<file path="config.mk">
export PLATFORM = sky130hd
export DESIGN_NAME = keypad_monitor_command_interp
export DESIGN_NICKNAME = d
export VERILOG_FILES = /design/src/include/kpmon_pkg.sv /design/src/core/keypad_monitor_command_interp.sv /design/src/core/key_accept.sv /design/src/core/display_scanner.sv
export SDC_FILE = /design/constraint.sdc
export NUM_CORES = 1
export LEC_CHECK = 0
export BUFFER_PORTS_ARGS = -buffer_cell sky130_fd_sc_hd__buf_2
export CAP_MARGIN = 20
export CORE_ASPECT_RATIO = 0.6
export CORE_UTILIZATION = 40
export CTS_BUF_LIST = sky130_fd_sc_hd__clkbuf_4 sky130_fd_sc_hd__clkbuf_8
export DETAILED_ROUTE_END_ITERATION = 10
export HOLD_SLACK_MARGIN = 0.1
export RECOVER_POWER = 100
export REMOVE_ABC_BUFFERS = 1
export SYNTH_ARGS = -nofsm -noshare
export SYNTH_HDL_FRONTEND = slang
export SYNTH_SLANG_ARGS = --single-unit
</file>
<file path="constraint.sdc">
create_clock -name clk -period 3.01 [get_ports clk]
set_clock_uncertainty 0.1 [all_clocks]
set_input_delay 0.301 -clock clk [delete_from_list [all_inputs] [get_ports clk]]
set_output_delay 0.301 -clock clk [all_outputs]
set_load 0.005 [all_outputs]
</file>
<file path="src/include/kpmon_pkg.sv">
// Shared constants and types for the keypad monitor
`default_nettype none
package kpmon_pkg;
   // ****************************************
   // Keypad codes
   // ****************************************
   localparam int HEX_KEYS = 16;
   localparam int CMD_KEYS = 4;
   localparam int KEY_W = 5;
   localparam logic [4:0] KEY_MODIFY = 5'h10;
   localparam logic [4:0] KEY_RUN = 5'h11;
   localparam logic [4:0] KEY_READ = 5'h12;
   localparam logic [4:0] KEY_ABORT = 5'h13;
   localparam logic [4:0] KEY_RESET = 5'h00;

   // ****************************************
   // Display
   // ****************************************
   localparam int DIGITS = 6;
   localparam logic [23:0] RECOG_PATTERN = 24'h00d000;
   localparam logic [23:0] DIGITS_RESET = 24'h000000;
   localparam logic [5:0] DIGIT_SEL_FIRST = 6'h20;
   localparam logic [6:0] SEG_RESET = 7'h00;
   localparam int CLK_MHZ = 200;
   localparam int DIGIT_DWELL_US = 1000;
   localparam int DIGIT_CYCLES = DIGIT_DWELL_US * CLK_MHZ;

   // ****************************************
   // Entry table and memory
   // ****************************************
   localparam int TABLE_DEPTH = 6;
   localparam logic [2:0] CNT_FIRST = 3'h0;
   localparam logic [2:0] CNT_ADDR_LAST = 3'h3;
   localparam logic [2:0] CNT_DATA_FIRST = 3'h4;
   localparam logic [2:0] CNT_DATA_LAST = 3'h5;
   localparam logic [15:0] ADDR_RESET = 16'h0000;
   localparam logic [7:0] DATA_RESET = 8'h00;

   typedef enum {MODE_READ, MODE_MODIFY, MODE_RUN} mode_e;

   typedef struct packed {
      logic valid;
      logic [4:0] code;
   } key_s;

   typedef struct packed {
      logic req;
      logic write;
      logic [15:0] addr;
      logic [7:0] wdata;
   } mem_req_s;

   localparam mem_req_s MEM_IDLE = '{req: 1'b0, write: 1'b0, addr: 16'h0000, wdata: 8'h00};
endpackage
`default_nettype wire

</file>
<file path="src/core/keypad_monitor_command_interp.sv">
// Keypad monitor: command interpreter for read, modify, run and abort
// Summary of operation
// - Any key press while idle raises the service request and starts the monitor.
// - On entry the display shows the pattern 00d000.
// - First key must be read, modify or run; anything else exits like abort.
// - An illegal key after a valid command exits back to the program.
// - Read: four hex keys form an address; show address and its byte.
// - Further read presses increment the address and refresh the display.
// - Modify in read mode plus two hex keys writes the shown address.
// - Modify: four address keys, two data keys; repeats increment the address.
// - Missing two hex data keys after modify ends the service.
// - Read after a completed modify switches to read mode.
// - Run: four hex keys give a start address; fourth key starts it.
// - Abort before the fourth run key cancels; afterwards nothing cancels.
// - Abort ends the service and returns to the interrupted program.
// - Hex keys go to a six-entry table, packed into address and data.
// - Address entry takes four hex keys, data entry two, via key acceptance.
// - The display keeps refreshing while a key is awaited.
// - Six seven-segment digits are time-multiplexed one at a time.
// - Sixteen hex keys plus read, modify, run and abort keys.
// - The code of the last accepted key is presented to the caller.
// - The display refresh keeps the caller's pointer unchanged.
`timescale 1ns/1ps
`default_nettype none
module keypad_monitor_command_interp
   import kpmon_pkg::*;
#(
   parameter int DWELL_CYCLES = DIGIT_CYCLES
)
(
   input wire logic clk,
   input wire logic srst,
   input wire key_s keyIn,
   input wire logic memAck,
   input wire logic [7:0] memRdata,
   output mem_req_s memReq,
   output logic monitorActive,
   output logic resumePulse,
   output logic runStart,
   output logic [15:0] runAddr,
   output logic [4:0] extKey,
   output logic [6:0] segments,
   output logic [5:0] digitEnable
);
   typedef enum {S_IDLE, S_CMD, S_ADDR, S_DATA, S_SHOW, S_FETCH, S_WRITE} state_e;

   state_e state_reg;
   state_e ret_reg;
   mode_e mode_reg;
   logic [2:0] cnt_reg;
   logic [3:0] hexTable_reg [TABLE_DEPTH];
   logic [15:0] addr_reg;
   logic [7:0] data_reg;
   logic [23:0] digits_reg;
   logic keyStrobe;
   logic [4:0] keyCode;
   logic isHex;
   logic [15:0] packedAddr;
   logic [7:0] packedData;

   // ****************************************
   // Key acceptance and display
   // ****************************************
   key_accept u_key
   (
      .clk(clk),
      .srst(srst),
      .keyIn(keyIn),
      .keyStrobe(keyStrobe),
      .keyCode(keyCode)
   );

   display_scanner #(.DWELL_CYCLES(DWELL_CYCLES)) u_disp
   (
      .clk(clk),
      .srst(srst),
      .digitsIn(digits_reg),
      .segments(segments),
      .digitEnable(digitEnable)
   );

   assign isHex = (keyCode < 5'(HEX_KEYS));
   assign packedAddr = {hexTable_reg[0], hexTable_reg[1], hexTable_reg[2], keyCode[3:0]};
   assign packedData = {hexTable_reg[4], keyCode[3:0]};

   // ****************************************
   // Entry table
   // ****************************************
   // six-entry table
   always_ff @(posedge clk)
   begin
      if (srst)
      begin
         for (int i = 0; i < TABLE_DEPTH; i++)
            hexTable_reg[i] <= 4'h0;
      end
      else if (keyStrobe && isHex && (state_reg == S_ADDR || state_reg == S_DATA))
         hexTable_reg[cnt_reg] <= keyCode[3:0];
   end

   // ****************************************
   // Extension register
   // ****************************************
   // key code out
   always_ff @(posedge clk)
   begin
      if (srst)
         extKey <= KEY_RESET;
      else if (keyStrobe)
         extKey <= keyCode;
   end

   // ****************************************
   // Display contents
   // ****************************************
   always_ff @(posedge clk)
   begin
      if (srst)
         digits_reg <= DIGITS_RESET;
      else if (state_reg == S_IDLE && keyStrobe)
         digits_reg <= RECOG_PATTERN;
      else if (state_reg == S_FETCH && memAck)
         digits_reg <= {addr_reg, memRdata};
      else if (state_reg == S_WRITE && memAck)
         digits_reg <= {addr_reg, data_reg};
   end

   // ****************************************
   // Command sequencer
   // ****************************************
   always_ff @(posedge clk)
   begin
      if (srst)
      begin
         state_reg <= S_IDLE;
         ret_reg <= S_SHOW;
         mode_reg <= MODE_READ;
         cnt_reg <= CNT_FIRST;
         addr_reg <= ADDR_RESET;
         data_reg <= DATA_RESET;
         memReq <= MEM_IDLE;
         monitorActive <= 1'b0;
         resumePulse <= 1'b0;
         runStart <= 1'b0;
         runAddr <= ADDR_RESET;
      end
      else
      begin
         resumePulse <= 1'b0;
         runStart <= 1'b0;
         case (state_reg)
            S_IDLE:
               if (keyStrobe)
               begin
                  monitorActive <= 1'b1;
                  state_reg <= S_CMD;
               end
            S_CMD:
            begin
               cnt_reg <= CNT_FIRST;
               // Address entry by default; a non-command key overrides it below
               state_reg <= S_ADDR;
               case (keyCode)
                  KEY_READ: mode_reg <= MODE_READ;
                  KEY_MODIFY: mode_reg <= MODE_MODIFY;
                  KEY_RUN: mode_reg <= MODE_RUN;
                  default:
                  begin
                     monitorActive <= 1'b0;
                     resumePulse <= 1'b1;
                     state_reg <= S_IDLE;
                  end
               endcase
            end
            S_ADDR:
               if (keyStrobe)
               begin
                  if (isHex && cnt_reg == CNT_ADDR_LAST)
                  begin
                     addr_reg <= packedAddr;
                     cnt_reg <= CNT_DATA_FIRST;
                     if (mode_reg == MODE_RUN)
                     begin
                        runStart <= 1'b1;
                        runAddr <= packedAddr;
                        monitorActive <= 1'b0;
                        state_reg <= S_IDLE;
                     end
                     else
                     begin
                        memReq <= '{req: 1'b1, write: 1'b0, addr: packedAddr, wdata: data_reg};
                        ret_reg <= (mode_reg == MODE_READ) ? S_SHOW : S_DATA;
                        state_reg <= S_FETCH;
                     end
                  end
                  else if (isHex)
                     cnt_reg <= cnt_reg + 3'h1;
                  else
                  begin
                     monitorActive <= 1'b0;
                     resumePulse <= 1'b1;
                     state_reg <= S_IDLE;
                  end
               end
            S_DATA:
               if (keyStrobe)
               begin
                  if (isHex && cnt_reg == CNT_DATA_LAST)
                  begin
                     data_reg <= packedData;
                     memReq <= '{req: 1'b1, write: 1'b1, addr: addr_reg, wdata: packedData};
                     state_reg <= S_WRITE;
                  end
                  else if (isHex)
                     cnt_reg <= cnt_reg + 3'h1;
                  else
                  begin
                     monitorActive <= 1'b0;
                     resumePulse <= 1'b1;
                     state_reg <= S_IDLE;
                  end
               end
            S_FETCH:
               if (memAck)
               begin
                  memReq <= MEM_IDLE;
                  data_reg <= memRdata;
                  state_reg <= ret_reg;
               end
            S_WRITE:
               if (memAck)
               begin
                  memReq <= MEM_IDLE;
                  state_reg <= S_SHOW;
               end
            S_SHOW:
               if (keyStrobe)
               begin
                  cnt_reg <= CNT_DATA_FIRST;
                  if (keyCode == KEY_MODIFY && mode_reg == MODE_READ)
                  begin
                     mode_reg <= MODE_MODIFY;
                     state_reg <= S_DATA;
                  end
                  else if (keyCode == KEY_READ || keyCode == KEY_MODIFY)
                  begin
                     mode_reg <= (keyCode == KEY_READ) ? MODE_READ : MODE_MODIFY;
                     addr_reg <= addr_reg + 16'h0001;
                     memReq <= '{req: 1'b1, write: 1'b0, addr: addr_reg + 16'h0001,
                                 wdata: data_reg};
                     ret_reg <= (keyCode == KEY_READ) ? S_SHOW : S_DATA;
                     state_reg <= S_FETCH;
                  end
                  else
                  begin
                     monitorActive <= 1'b0;
                     resumePulse <= 1'b1;
                     state_reg <= S_IDLE;
                  end
               end
            default:
               state_reg <= S_IDLE;
         endcase
      end
   end
endmodule // keypad_monitor_command_interp
`default_nettype wire

</file>
<file path="src/core/key_accept.sv">
// Key press acceptor: one strobe per press, re-armed only by release
`timescale 1ns/1ps
`default_nettype none
module key_accept
   import kpmon_pkg::*;
(
   input wire logic clk,
   input wire logic srst,
   input wire key_s keyIn,
   output logic keyStrobe,
   output logic [4:0] keyCode
);
   logic armed_reg;

   // ****************************************
   // Press detection
   // ****************************************
   // once per press
   // A key held through reset stays ignored until it is let go
   always_ff @(posedge clk)
   begin
      if (srst)
      begin
         armed_reg <= 1'b0;
         keyStrobe <= 1'b0;
         keyCode <= KEY_RESET;
      end
      else
      begin
         keyStrobe <= 1'b0;
         if (!keyIn.valid)
            armed_reg <= 1'b1;
         else if (armed_reg)
         begin
            armed_reg <= 1'b0;
            keyStrobe <= 1'b1;
            keyCode <= keyIn.code;
         end
      end
   end
endmodule // key_accept
`default_nettype wire

</file>
<file path="src/core/display_scanner.sv">
// Six-digit seven-segment scanner, one digit lit at a time
`timescale 1ns/1ps
`default_nettype none
module display_scanner
   import kpmon_pkg::*;
#(
   parameter int DWELL_CYCLES = DIGIT_CYCLES
)
(
   input wire logic clk,
   input wire logic srst,
   input wire logic [23:0] digitsIn,
   output logic [6:0] segments,
   output logic [5:0] digitEnable
);
   localparam int CW = $clog2(DWELL_CYCLES + 1);
   localparam logic [CW-1:0] DWELL_LAST = CW'(DWELL_CYCLES - 1);

   logic [CW-1:0] dwell_reg;
   logic [2:0] scanIdx_reg;
   logic stepEn;

   function automatic logic [6:0] seg7(input logic [3:0] n);
      case (n)
         4'h0: seg7 = 7'h3f;
         4'h1: seg7 = 7'h06;
         4'h2: seg7 = 7'h5b;
         4'h3: seg7 = 7'h4f;
         4'h4: seg7 = 7'h66;
         4'h5: seg7 = 7'h6d;
         4'h6: seg7 = 7'h7d;
         4'h7: seg7 = 7'h07;
         4'h8: seg7 = 7'h7f;
         4'h9: seg7 = 7'h6f;
         4'ha: seg7 = 7'h77;
         4'hb: seg7 = 7'h7c;
         4'hc: seg7 = 7'h39;
         4'hd: seg7 = 7'h5e;
         4'he: seg7 = 7'h79;
         default: seg7 = 7'h71;
      endcase
   endfunction

   // ****************************************
   // Dwell divider
   // ****************************************
   // free-running refresh
   // Runs regardless of the interpreter so the display never freezes on a key wait
   always_ff @(posedge clk)
   begin
      if (srst || dwell_reg == DWELL_LAST)
         dwell_reg <= '0;
      else
         dwell_reg <= dwell_reg + 1'b1;
   end
   assign stepEn = (dwell_reg == DWELL_LAST);

   // ****************************************
   // Digit multiplexing
   // ****************************************
   // one digit lit
   // private digit pointer
   // Own scan index, so the caller's entry position is never disturbed
   always_ff @(posedge clk)
   begin
      if (srst)
      begin
         scanIdx_reg <= 3'h0;
         digitEnable <= DIGIT_SEL_FIRST;
         segments <= SEG_RESET;
      end
      else if (stepEn)
      begin
         scanIdx_reg <= (scanIdx_reg == 3'h5) ? 3'h0 : scanIdx_reg + 3'h1;
         digitEnable <= 6'h20 >> scanIdx_reg;
         segments <= seg7(digitsIn[23 - 4*scanIdx_reg -: 4]);
      end
   end
endmodule // display_scanner
`default_nettype wire

</file>
==> metrics.md, run 1 <==
| Metric | Value |
|---|---|
| Initial DRC Count | `1,000` |
| Final Slew Violations | `0` |
| # DRC | `0` |
| WP data arrival | `roughly 3.2 ns` |
| Initial Utilization | `0.410` |
| Status | `complete, no violations` |
| Met2 routed WL | `a little under 10,000 microns` |
| Router iterations before antenna repair | `8` |
| Placed cell count | `roughly 1,400` |
| Netlist Area Pre-Place | `between 9000 and 10,000 sq um` |
| Critical path origin | `u_disp.scanIdx_reg[0]` |
| FFs w/ async S/R, synth | `0` |
| Initial antenna violation count | `0` |
| First-pass GRT wire length | `about 42,000 microns` |
| Final hold vios | `0` |
| Synth area leader | `dfxtp_1` |
| Setup-failing EPs final | `0` |
| Clk pin slew, worst setup/hold paths | `0.10 ns` |
| Post-synth cell types | `between 70 and 80` |
| Diodes inserted | `0` |
| Clk sinks | `between 150 and 200` |
| Max clock buf depth | `2` |
| Worst flop-to-flop path startpoint | `u_disp.scanIdx_reg[0]` |
| Worst-margin pin slew | `roughly 1.4 ns` |
| Total Wirelength | `approximately 27,000 microns` |
| Sum Neg Setup Slack | `0 ns` |
| Final period util | `0.956` |
| Max VDD drop | `248 uV` |
| CP Launch Type | `register` |
| Post-synthesis sequential area ratio | `0.446` |
| Max_slew headroom | `0.0914` |
| Setup CP Type | `reg2reg` |
| Most common cell in the synthesized netlist | `dfxtp_1` |
| Worst slack at placement | `0.319 ns` |
| Root Driver | `clkbuf_8` |
| WL met3 | `between 3000 and 4000 microns` |
| Fin crit period | `roughly 2.9 ns` |
| Avg Inst Size Synth | `8.89 sq um` |
| Non-filler cells, final | `~1,400` |
| Worst hold margin | `about 0.36 ns` |
| Area growth, synth to finish | `15.9%` |
| Die Ht | `119 microns` |
| Nets@finish | `1,159` |
| Hold Path Origin | `u_disp.digitEnable[4]` |
| Max Cap Viol | `0` |
| CP max stage delay | `approximately 0.61 ns` |
| Core Region | `approximately 22,000 sq um` |
| WP data required | `around 3.3 ns` |
| Final core occ | `0.475` |
| PD cells | `about 440 nW/um^2` |
| DR vias | `8,124` |
| Worst-path cell chain | `clkbuf_4, mux4_2, and2_1, o21ai_0, o221ai_1, a32o_1` |
| Post-synth EDFFs | `16` |
| Number of vias per cell | `5.61` |
| Top sig layer | `met4` |
| Vias in the first global route | `between 7,000 and 8,000` |
| Hold Path Class | `reg2reg` |
| Cells after synthesis | `between 1,000 and 1,500` |
| Final worst slack | `between 0.1 and 0.15 ns` |
| Global route overflow | `0` |
| Critical Path End Type | `register` |
| Worst-skew pair later-pin latency | `around 0.48 ns` |
| FP Rows | `42` |
| Unrepaired setup endpoints after global routing | `false` |
| Crit-path max FO | `13` |
| Fraction of layout cells with a size suffix above 1 | `0.133` |
| # Post-CTS Setup Buffers | `0` |
| CTS tree | `built` |
| DP HPWL | `between 15,000 and 20,000 microns` |
| Routed Antenna Nets | `0` |
| WL per Instance | `18.5 microns` |
| Top FF cell, synth | `dfxtp_1` |
| Max Freq | `~0.35 GHz` |
| Tot GR Track Use | `0.233` |
| Worst Path Buf+Inv | `1` |
| Commonest cells in the netlist | `dfxtp_1, nor2_1, nand2_1, a21oi_1, clkbuf_1` |
| Slowest-stage cell, CP | `o21ai_0` |
| PortBufs | `slightly below 80` |
| Leakage Power | `3.52 nW` |
| Synth warnings | `0` |
| DIE WIDTH | `between 150 and 200 microns` |
| I/O pin count | `80` |
| Die area | `about 23,000 sq um` |
| Max reg flops | `32` |
| Seq cells post-synth | `roughly 190` |
| Synth top area cells | `dfxtp_1, mux2i_1, edfxtp_1` |
| Routability Congestion | `0.909` |
| # fillers | `about 2,100` |
| Pin count of the biggest net entering global routing | `around 120` |
| Met1 WL | `around 14,000 microns` |
| Yosys top cell area share | `0.393` |
| Cell family with most CP delay | `compound AO/OA/AOI/OAI gates` |
| Cts bufs inserted | `17` |
| H-tree lvl count | `4` |
## stage by stage
stage | area [sq um] | power [mW]
detailed placement | 10000 | 2.84
finish | 10500 | 4.65
CTS | 10600 | 4.70
global route | 10500 | 4.82
global placement | 10000 | 2.84
floorplan | 8840 | 2.76
## final cells by class
class | count | area, sq um | share of cell area
Clock buffer | 18 | 248 | 0.0236
Clock inverter | 13 | 175 | 0.0167
Inverter | 34 | 128 | 0.0121
Multi-Input combinational cell | 741 | 4690 | 0.446
Sequential cell | 194 | 4040 | 0.385
Tap cell | 308 | 385 | 0.0367
Timing Repair Buffer | 140 | 842 | 0.0801
## final timing paths
check / end / slack [ns] / cells past startpoint
worst max-delay path: u_disp.segments[6] / 0.13 / 6
worst min-delay path: u_disp.digitEnable[4] / 0.36 / 2
worst max register to register: u_disp.segments[6] / 0.13 / 6
worst min register to register: u_disp.digitEnable[4] / 0.36 / 2
## power breakdown
group / internal, mW / switching [mW] / leakage, nW
combinational: 0.0494 / 0.0878 / 1.70
sequential: 2.63 / 0.0274 / 1.61
clock: 0.861 / 0.995 / 0.213
## cells by family (layout without fill, tap and decap cells)
| kind of cell | count (synthesis) | count (layout) | synth area share |
|---|---|---|---|
| AND/OR/NAND/NOR | 371 | 371 | 0.211 |
| AO/OA/AOI/OAI | 246 | 246 | 0.182 |
| flip-flops | 194 | 194 | 0.446 |
| buffers and inverters | 113 | 205 | 0.0506 |
| multiplexers | 59 | 59 | 0.0695 |
| XOR/XNOR | 22 | 22 | 0.0212 |
| adder cells (fa/ha/maj) | 14 | 14 | 0.0193 |
| other | 1 | 29 | 0.000413 |
## layout by cell type, fill, tap and decap left out, types with 8 or more instances in the layout
cell           instances
clkbuf_8              18
nor3_1                23
clkbuf_1              31
nor2_1                90
dlygate4sd3_1         15
nand4_1               15
a211oi_1              43
a22oi_1               16
dfxtp_1              178
nor4_1                20
buf_4                 34
edfxtp_1              16
xor2_1                 9
nand3_1               39
o32ai_1               13
and2_0                13
or3_1                 15
or2_2                  8
mux2i_1               54
buf_2                 53
conb_1                29
o21ai_0               31
inv_1                 34
ha_1                  14
xnor2_1               13
nand2_1               83
nor4b_1                8
a21oi_1               82
## tightest hold or removal path, stage by stage (launching register included)
cell and delay [ns]:
dfxtp_1 0.32, nand2_1 0.05, a21oi_1 0.05
## what timing repair did
action                     CTS  global route
resized for setup            0             1
setup endpoints to repair    0             4
hold buffers                15             0
hold endpoints to repair    22             0
## routing by layer
layer / vias up / GRT usage
li1: 3920 / -
met1: 3788 / 0.364
met2: 391 / 0.289
met3: 25 / 0.0859
met4: 0 / 0.0537
met5: - / 0
Note: power is estimated with default switching activity, not from simulation.
==> run 2, diff against run 1 <==
--- a/config.mk
+++ b/config.mk
@@ -12,7 +12,6 @@
 export CTS_BUF_LIST = sky130_fd_sc_hd__clkbuf_4 sky130_fd_sc_hd__clkbuf_8
 export DETAILED_ROUTE_END_ITERATION = 10
 export HOLD_SLACK_MARGIN = 0.1
-export RECOVER_POWER = 100
 export REMOVE_ABC_BUFFERS = 1
 export SYNTH_ARGS = -nofsm -noshare
 export SYNTH_HDL_FRONTEND = slang
==> run 2 against run 1 <==
  * Clock power hardly changed
  * Final cell count stayed put
  * Largest cell class unchanged
  * Critical path depth is 4 higher
  * Largest power group unchanged
  * Register-to-register slack better by 0.15 ns
  * Count of clock-buffer cells in the layout stayed put
  * Highest routed layer unchanged
  * Fmax is 5.4% higher
  * Hold slack worse by 0.0028 ns
  * Sequential power hardly changed
==> metrics.md, run 2 (synthesis results as in run 1) <==
| Metric | Value |
|---|---|
| Status | `complete, no violations` |
| I/O pin count | `80` |
| Initial Utilization | `0.410` |
| Max VDD drop | `246 uV` |
| Total Wirelength | `approximately 27,000 microns` |
| PD cells | `about 440 nW/um^2` |
| PortBufs | `79` |
| Sw frac | `0.238` |
| DIE WIDTH | `roughly 200 microns` |
| Critical path origin | `u_disp.scanIdx_reg[2]` |
| Worst-margin pin slew | `about 0.63 ns` |
| Fraction of layout cells with a size suffix above 1 | `0.166` |
| Core Region | `between 20,000 and 25,000 sq um` |
| Final period util | `0.907` |
| Multi-input logic area | `4720 sq um` |
| Sequential power share | `0.572` |
| Diodes inserted | `0` |
| Hold Path Class | `reg2reg` |
| Tot GR Track Use | `0.233` |
| Fin crit period | `2.73 ns` |
| Number of vias per cell | `around 5.6` |
| Commonest non-fill, non-tap cell in the layout | `dfxtp_1` |
| Final Slew Violations | `0` |
| # DRC | `0` |
| Total power | `about 4.7 mW` |
| Max clock buf depth | `2` |
| R2R cell count | `10` |
| Hold Path Origin | `u_disp.digitEnable[4]` |
| Internal reg-to-reg setup slack | `roughly 0.28 ns` |
| Reg-to-Reg End | `u_disp.segments[1]` |
| Max Cap Viol | `0` |
| Final core occ | `0.480` |
| # fillers | `between 2,000 and 2,500` |
| Global route overflow | `0` |
| Die area | `between 20,000 and 25,000 sq um` |
| Routed Antenna Nets | `0` |
| P_int | `~3.5 mW` |
| H-tree lvl count | `4` |
| Nets@finish | `around 1,200` |
| Initial DRC Count | `994` |
| WL per Instance | `around 18 microns` |
| Critical Path End Type | `register` |
| Root Driver | `clkbuf_8` |
| Hold Path Depth | `2` |
| DR vias | `a little over 8,000` |
| Clk pwr share | `0.398` |
| FP Rows | `42` |
| Router iterations before antenna repair | `8` |
| Vias in the first global route | `around 7,300` |
| CTS tree | `built` |
| Clk sinks | `a little under 200` |
| Initial antenna violation count | `0` |
| Worst flop-to-flop path startpoint | `u_disp.scanIdx_reg[2]` |
| WP data arrival | `roughly 3.0 ns` |
| Routability Congestion | `~0.91` |
| Final hold vios | `0` |
| First-pass GRT wire length | `41,700 microns` |
| Leakage Power | `3.69 nW` |
| DP HPWL | `~19,000 microns` |
| Pin count of the biggest net entering global routing | `~120` |
| Max_slew headroom | `0.577` |
| Area growth, synth to finish | `17.1%` |
| Setup CP Type | `reg2reg` |
| WP data required | `around 3.3 ns` |
| Die Ht | `roughly 120 microns` |
| CP Launch Type | `register` |
| Reg area | `between 4000 and 5000 sq um` |
| Clk pin slew, worst setup/hold paths | `roughly 0.10 ns` |
| Worst-skew pair later-pin latency | `around 0.48 ns` |
| Max reg flops | `32` |
| Unrepaired setup endpoints after global routing | `false` |
| Combinational Power Share | `0.030` |
| Sw Pwr | `1.11 mW` |
| Crit-path max FO | `13` |
| Setup-failing EPs final | `0` |
| Max Freq | `between 0.3 and 0.4 GHz` |
| Commonest cells after routing, fill and taps aside | `dfxtp_1, nor2_1, nand2_1` |
| Hold EP | `u_disp.digitEnable[4]` |
| Cts bufs inserted | `17` |
==> run 2: cell types whose count changed in the layout (fill, tap and decap cells not counted), moves of 4 or more <==
cell	before	now
and2_0	13	0
and2_1	6	19
buf_2	53	78
buf_4	34	45
clkbuf_1	31	0
clkbuf_2	4	0
==> run 2: how the worst max path moves through the flow <==
stage / slack, ns / cells after the start / end
3_5_place_dp: 0.32 / 5 / hexTable_reg[0][3]
2_1_floorplan: -1.40 / 5 / runAddr[0]
6_report: 0.28 / 10 / u_disp.segments[1]
4_1_cts: 0.32 / 10 / u_disp.segments[1]
3_3_place_gp: 0.39 / 5 / hexTable_reg[0][2]
5_1_grt: 0.03 / 5 / hexTable_reg[2][2]
==> run 2: area by class of cell <==
class	instances	area share
clock inverters	13	0.0165
inverters	34	0.0120
well taps	308	0.0363
multi-input cells	741	0.445
flip-flops and latches	194	0.381
repair buffers	140	0.0865
clock buffers	18	0.0233
==> run 2: power groups by stage <==
stage | clock, mW | sequential, mW | combinational, mW
after floorplan | 0 | 2.71 | 0.0480
after global placement | 0 | 2.72 | 0.124
after global routing | 2.01 | 2.67 | 0.154
final | 1.85 | 2.66 | 0.141
after CTS | 1.90 | 2.66 | 0.138
after detailed placement | 0 | 2.72 | 0.123
==> run 2: what timing repair did <==
item | 4_1_cts | 5_1_grt
setup buffers | 0 | 0
endpoints found under the hold margin | 22 | 0
setup endpoints to repair | 0 | 4
hold buffers | 15 | 0
gates resized for setup | 0 | 1
==> run 2: worst max-delay path, cell delays in order, from the launching register on <==
cell and delay (ns):
dfxtp_1 0.41, ha_1 0.27, buf_4 0.18, nand3b_1 0.11
o22ai_1 0.10, nor2_1 0.36, inv_1 0.16, ha_1 0.33
or3_1 0.37, a21oi_1 0.13, a211oi_1 0.08
==> run 2: metal layers <==
metal,global-route usage,part of all wire
met1,0.364,0.50
met3,0.0859,0.12
met4,0.0537,0.0082
met2,0.289,0.37
met5,0,0
==> run 2: metrics by stage <==
stage	setup slack (ns)	area (sq um)	cells	hold slack, ns	setup TNS, ns
after floorplan	-1.40	8840	969	0.268	-61.54
after global placement	0.387	10000	1402	0.344	0
after detailed placement	0.319	10000	1402	0.347	0
after CTS	0.318	10600	1448	0.361	0
after global routing	0.0318	10600	1448	0.386	0
final	0.281	10600	1448	0.359	0
==> run 3, diff against run 2 <==
--- a/config.mk
+++ b/config.mk
@@ -5,6 +5,7 @@
 export SDC_FILE = /design/constraint.sdc
 export NUM_CORES = 1
 export LEC_CHECK = 0
+export ABC_AREA = 1
 export BUFFER_PORTS_ARGS = -buffer_cell sky130_fd_sc_hd__buf_2
 export CAP_MARGIN = 20
 export CORE_ASPECT_RATIO = 0.6
==> run 3 against run 2 <==
  * Combinational power is 21% higher
  * Hold slack lost 0.23 ns
  * Utilization fell by 1.2 points
  * Area after synthesis up 4.8%
  * Setup slack worse by 0.0062 ns
  * Cell area up 2.1%
  * Count of clock-buffer cells in the layout up 1
  * Final cell count up 26%
  * Sequential share of layout area decreased by 0.80 points
  * Critical endpoint is now memReq[22]
==> metrics.md, run 3 <==
| Metric | Value |
|---|---|
| Status | `complete, no violations` |
| Initial antenna violation count | `0` |
| Sum Neg Setup Slack | `0 ns` |
| Tot GR Track Use | `0.231` |
| Setup CP Type | `reg2reg` |
| Post-synthesis sequential area ratio | `0.426` |
| Crit-path max FO | `27` |
| CTS tree | `built` |
| Post-synth cell types | `45` |
| Worst hold margin | `0.126 ns` |
| Yosys top cell area share | `0.375` |
| DR vias | `between 9,000 and 10,000` |
| Max reg flops | `32` |
| Total power | `about 4.7 mW` |
| Synth top area cells | `dfxtp_1, nand2_1, nor2_1` |
| Max_slew headroom | `0.381` |
| Post-synth EDFFs | `16` |
| Commonest non-fill, non-tap cell in the layout | `nand2_1` |
| Max Cap Viol | `0` |
| FFs w/ async S/R, synth | `0` |
| Non-filler cells, final | `1,830` |
| Final core occ | `0.468` |
| Number of vias per cell | `5.01` |
| Final period util | `0.909` |
| Synth warnings | `0` |
| Routed Antenna Nets | `0` |
| PD cells | `~430 nW/um^2` |
| Cts bufs inserted | `17` |
| Initial Utilization | `0.410` |
| WP data arrival | `approximately 3 ns` |
| DP HPWL | `between 20,000 and 25,000 microns` |
| Setup-failing EPs final | `0` |
| Initial DRC Count | `985` |
| Area growth, synth to finish | `14.1%` |
| Unrepaired setup endpoints after global routing | `false` |
| Avg Inst Size Synth | `slightly below 7 sq um` |
| Clk sinks | `between 150 and 200` |
| Commonest cells after routing, fill and taps aside | `nand2_1, nor2_1, dfxtp_1` |
| Die Ht | `around 120 microns` |
| First-pass GRT wire length | `between 40,000 and 50,000 microns` |
| Pin count of the biggest net entering global routing | `64` |
| Seq cells post-synth | `~190` |
| Worst slack at placement | `0.378 ns` |
| FP Rows | `43` |
| WL per Instance | `about 15 microns` |
| DIE WIDTH | `around 200 microns` |
| Hold Path Class | `in2reg` |
| Vias in the first global route | `between 7,000 and 8,000` |
| Final worst slack | `around 0.27 ns` |
| Die area | `approximately 24,000 sq um` |
| Routability Congestion | `just under 1` |
| Cells after synthesis | `roughly 1,400` |
| Area post-placement | `10,300 sq um` |
| I/O pin count | `80` |
| Final hold vios | `0` |
| Leakage Power | `~4.8 nW` |
| # Post-CTS Setup Buffers | `0` |
| Critical Path End Type | `register` |
| Top FF cell, synth | `dfxtp_1` |
| Max Freq | `~0.37 GHz` |
| Diodes inserted | `0` |
| Global route overflow | `0` |
| Fin crit period | `2.74 ns` |
| Root Driver | `clkbuf_8` |
| Synth area leader | `dfxtp_1` |
| H-tree lvl count | `4` |
| Core Region | `between 20,000 and 25,000 sq um` |
| Router iterations before antenna repair | `6` |
| Clk pin slew, worst setup/hold paths | `0.10 ns` |
| Netlist Area Pre-Place | `between 9000 and 10,000 sq um` |
| Most common cell in the synthesized netlist | `nand2_1` |
| Commonest cells in the netlist | `nand2_1, nor2_1, dfxtp_1, inv_1, nand3_1` |
| # DRC | `0` |
| Final Slew Violations | `0` |
| Fraction of layout cells with a size suffix above 1 | `0.116` |
| Nets@finish | `about 1,500` |
| Max clock buf depth | `2` |
| Worst-margin pin slew | `roughly 0.9 ns` |
| Max VDD drop | `approximately 300 uV` |
| Worst-skew pair later-pin latency | `about 0.50 ns` |
| Final Cell Area | `between 10,000 and 15,000 sq um` |
| PortBufs | `79` |
| CP Launch Type | `register` |
| Placed cell count | `between 1,500 and 2,000` |
| Total Wirelength | `about 28,000 microns` |
| WP data required | `between 3 and 4 ns` |
==> run 3: changes by cell type in the layout (fill, tap and decap cells not counted), sizes merged, moves of 13 or more <==
| cell | delta |
|---|---|
| a211oi | -31 |
| a21oi | +25 |
| a22oi | -15 |
| and2 | -19 |
| buf | -17 |
| inv | +110 |
| mux2i | -54 |
| nand2 | +290 |
| nand3 | +82 |
| nor2 | +110 |
| nor4 | -19 |
| o21ai | +55 |
| o32ai | -13 |
| or3 | -15 |
==> run 3: power breakdown <==
group          total (mW)  switching, mW  leakage (nW)  internal [mW]
sequential           2.67         0.0265          1.60           2.64
clock                1.81          0.961         0.213          0.852
combinational       0.171          0.116          2.94         0.0558
total                4.65           1.10          4.75           3.55
==> run 3: critical path: stages (launching register included) <==
cell and delay (ns):
dfxtp_1 0.54, inv_2 0.13, nand2_2 0.14, nor2_1 0.07
nand2_1 0.07, nor2_1 0.04, nand2_1 0.11, nand2_1 0.13
nand2_1 0.16, inv_1 0.12, nor2_8 0.42, nand2_4 0.32
nand2_1 0.14, a21oi_1 0.07
==> run 3: worst paths after layout <==
path	endpoint	startpoint	slack, ns	cells after the start
max	memReq[22]	state_reg[0]	0.27	13
min	digits_reg[2]	memRdata[2]	0.13	5
max reg2reg	memReq[22]	state_reg[0]	0.27	13
min reg2reg	u_disp.segments[6]	u_disp.segments[6]	0.35	2
==> run 3: cells by family after synthesis <==
| family | share of synthesized area |
|---|---|
| and+or+nand+nor | 0.332 |
| AOI/OAI and AO/OA | 0.126 |
| buffers and inverters | 0.0881 |
| DFF | 0.426 |
| adders and majority gates | 0.0184 |
| xor gates and xnor gates | 0.00922 |
| other | 0.000395 |
==> run 3: final cells by class <==
class	count	area (sq um)
timing repair buffer	118	713
fill	2427	12300
sequential	194	4040
inverter	148	556
tap	315	394
clock buffer	19	255
clock inverter	13	158
multi-input combinational	1023	4730
==> run 3: per-layer routing <==
layer | global-route usage | part of all wire | vias to the layer above
li1 | - | - | 4671
met1 | 0.368 | 0.53 | 4154
met2 | 0.298 | 0.37 | 333
met3 | 0.0572 | 0.084 | 15
met4 | 0.0568 | 0.0082 | 0
met5 | 0 | 0 | -
==> run 3: repair_timing <==
action                    CTS  global route
hold endpoints to repair   11             0
gates resized for setup     0             0
hold buffers               10             0
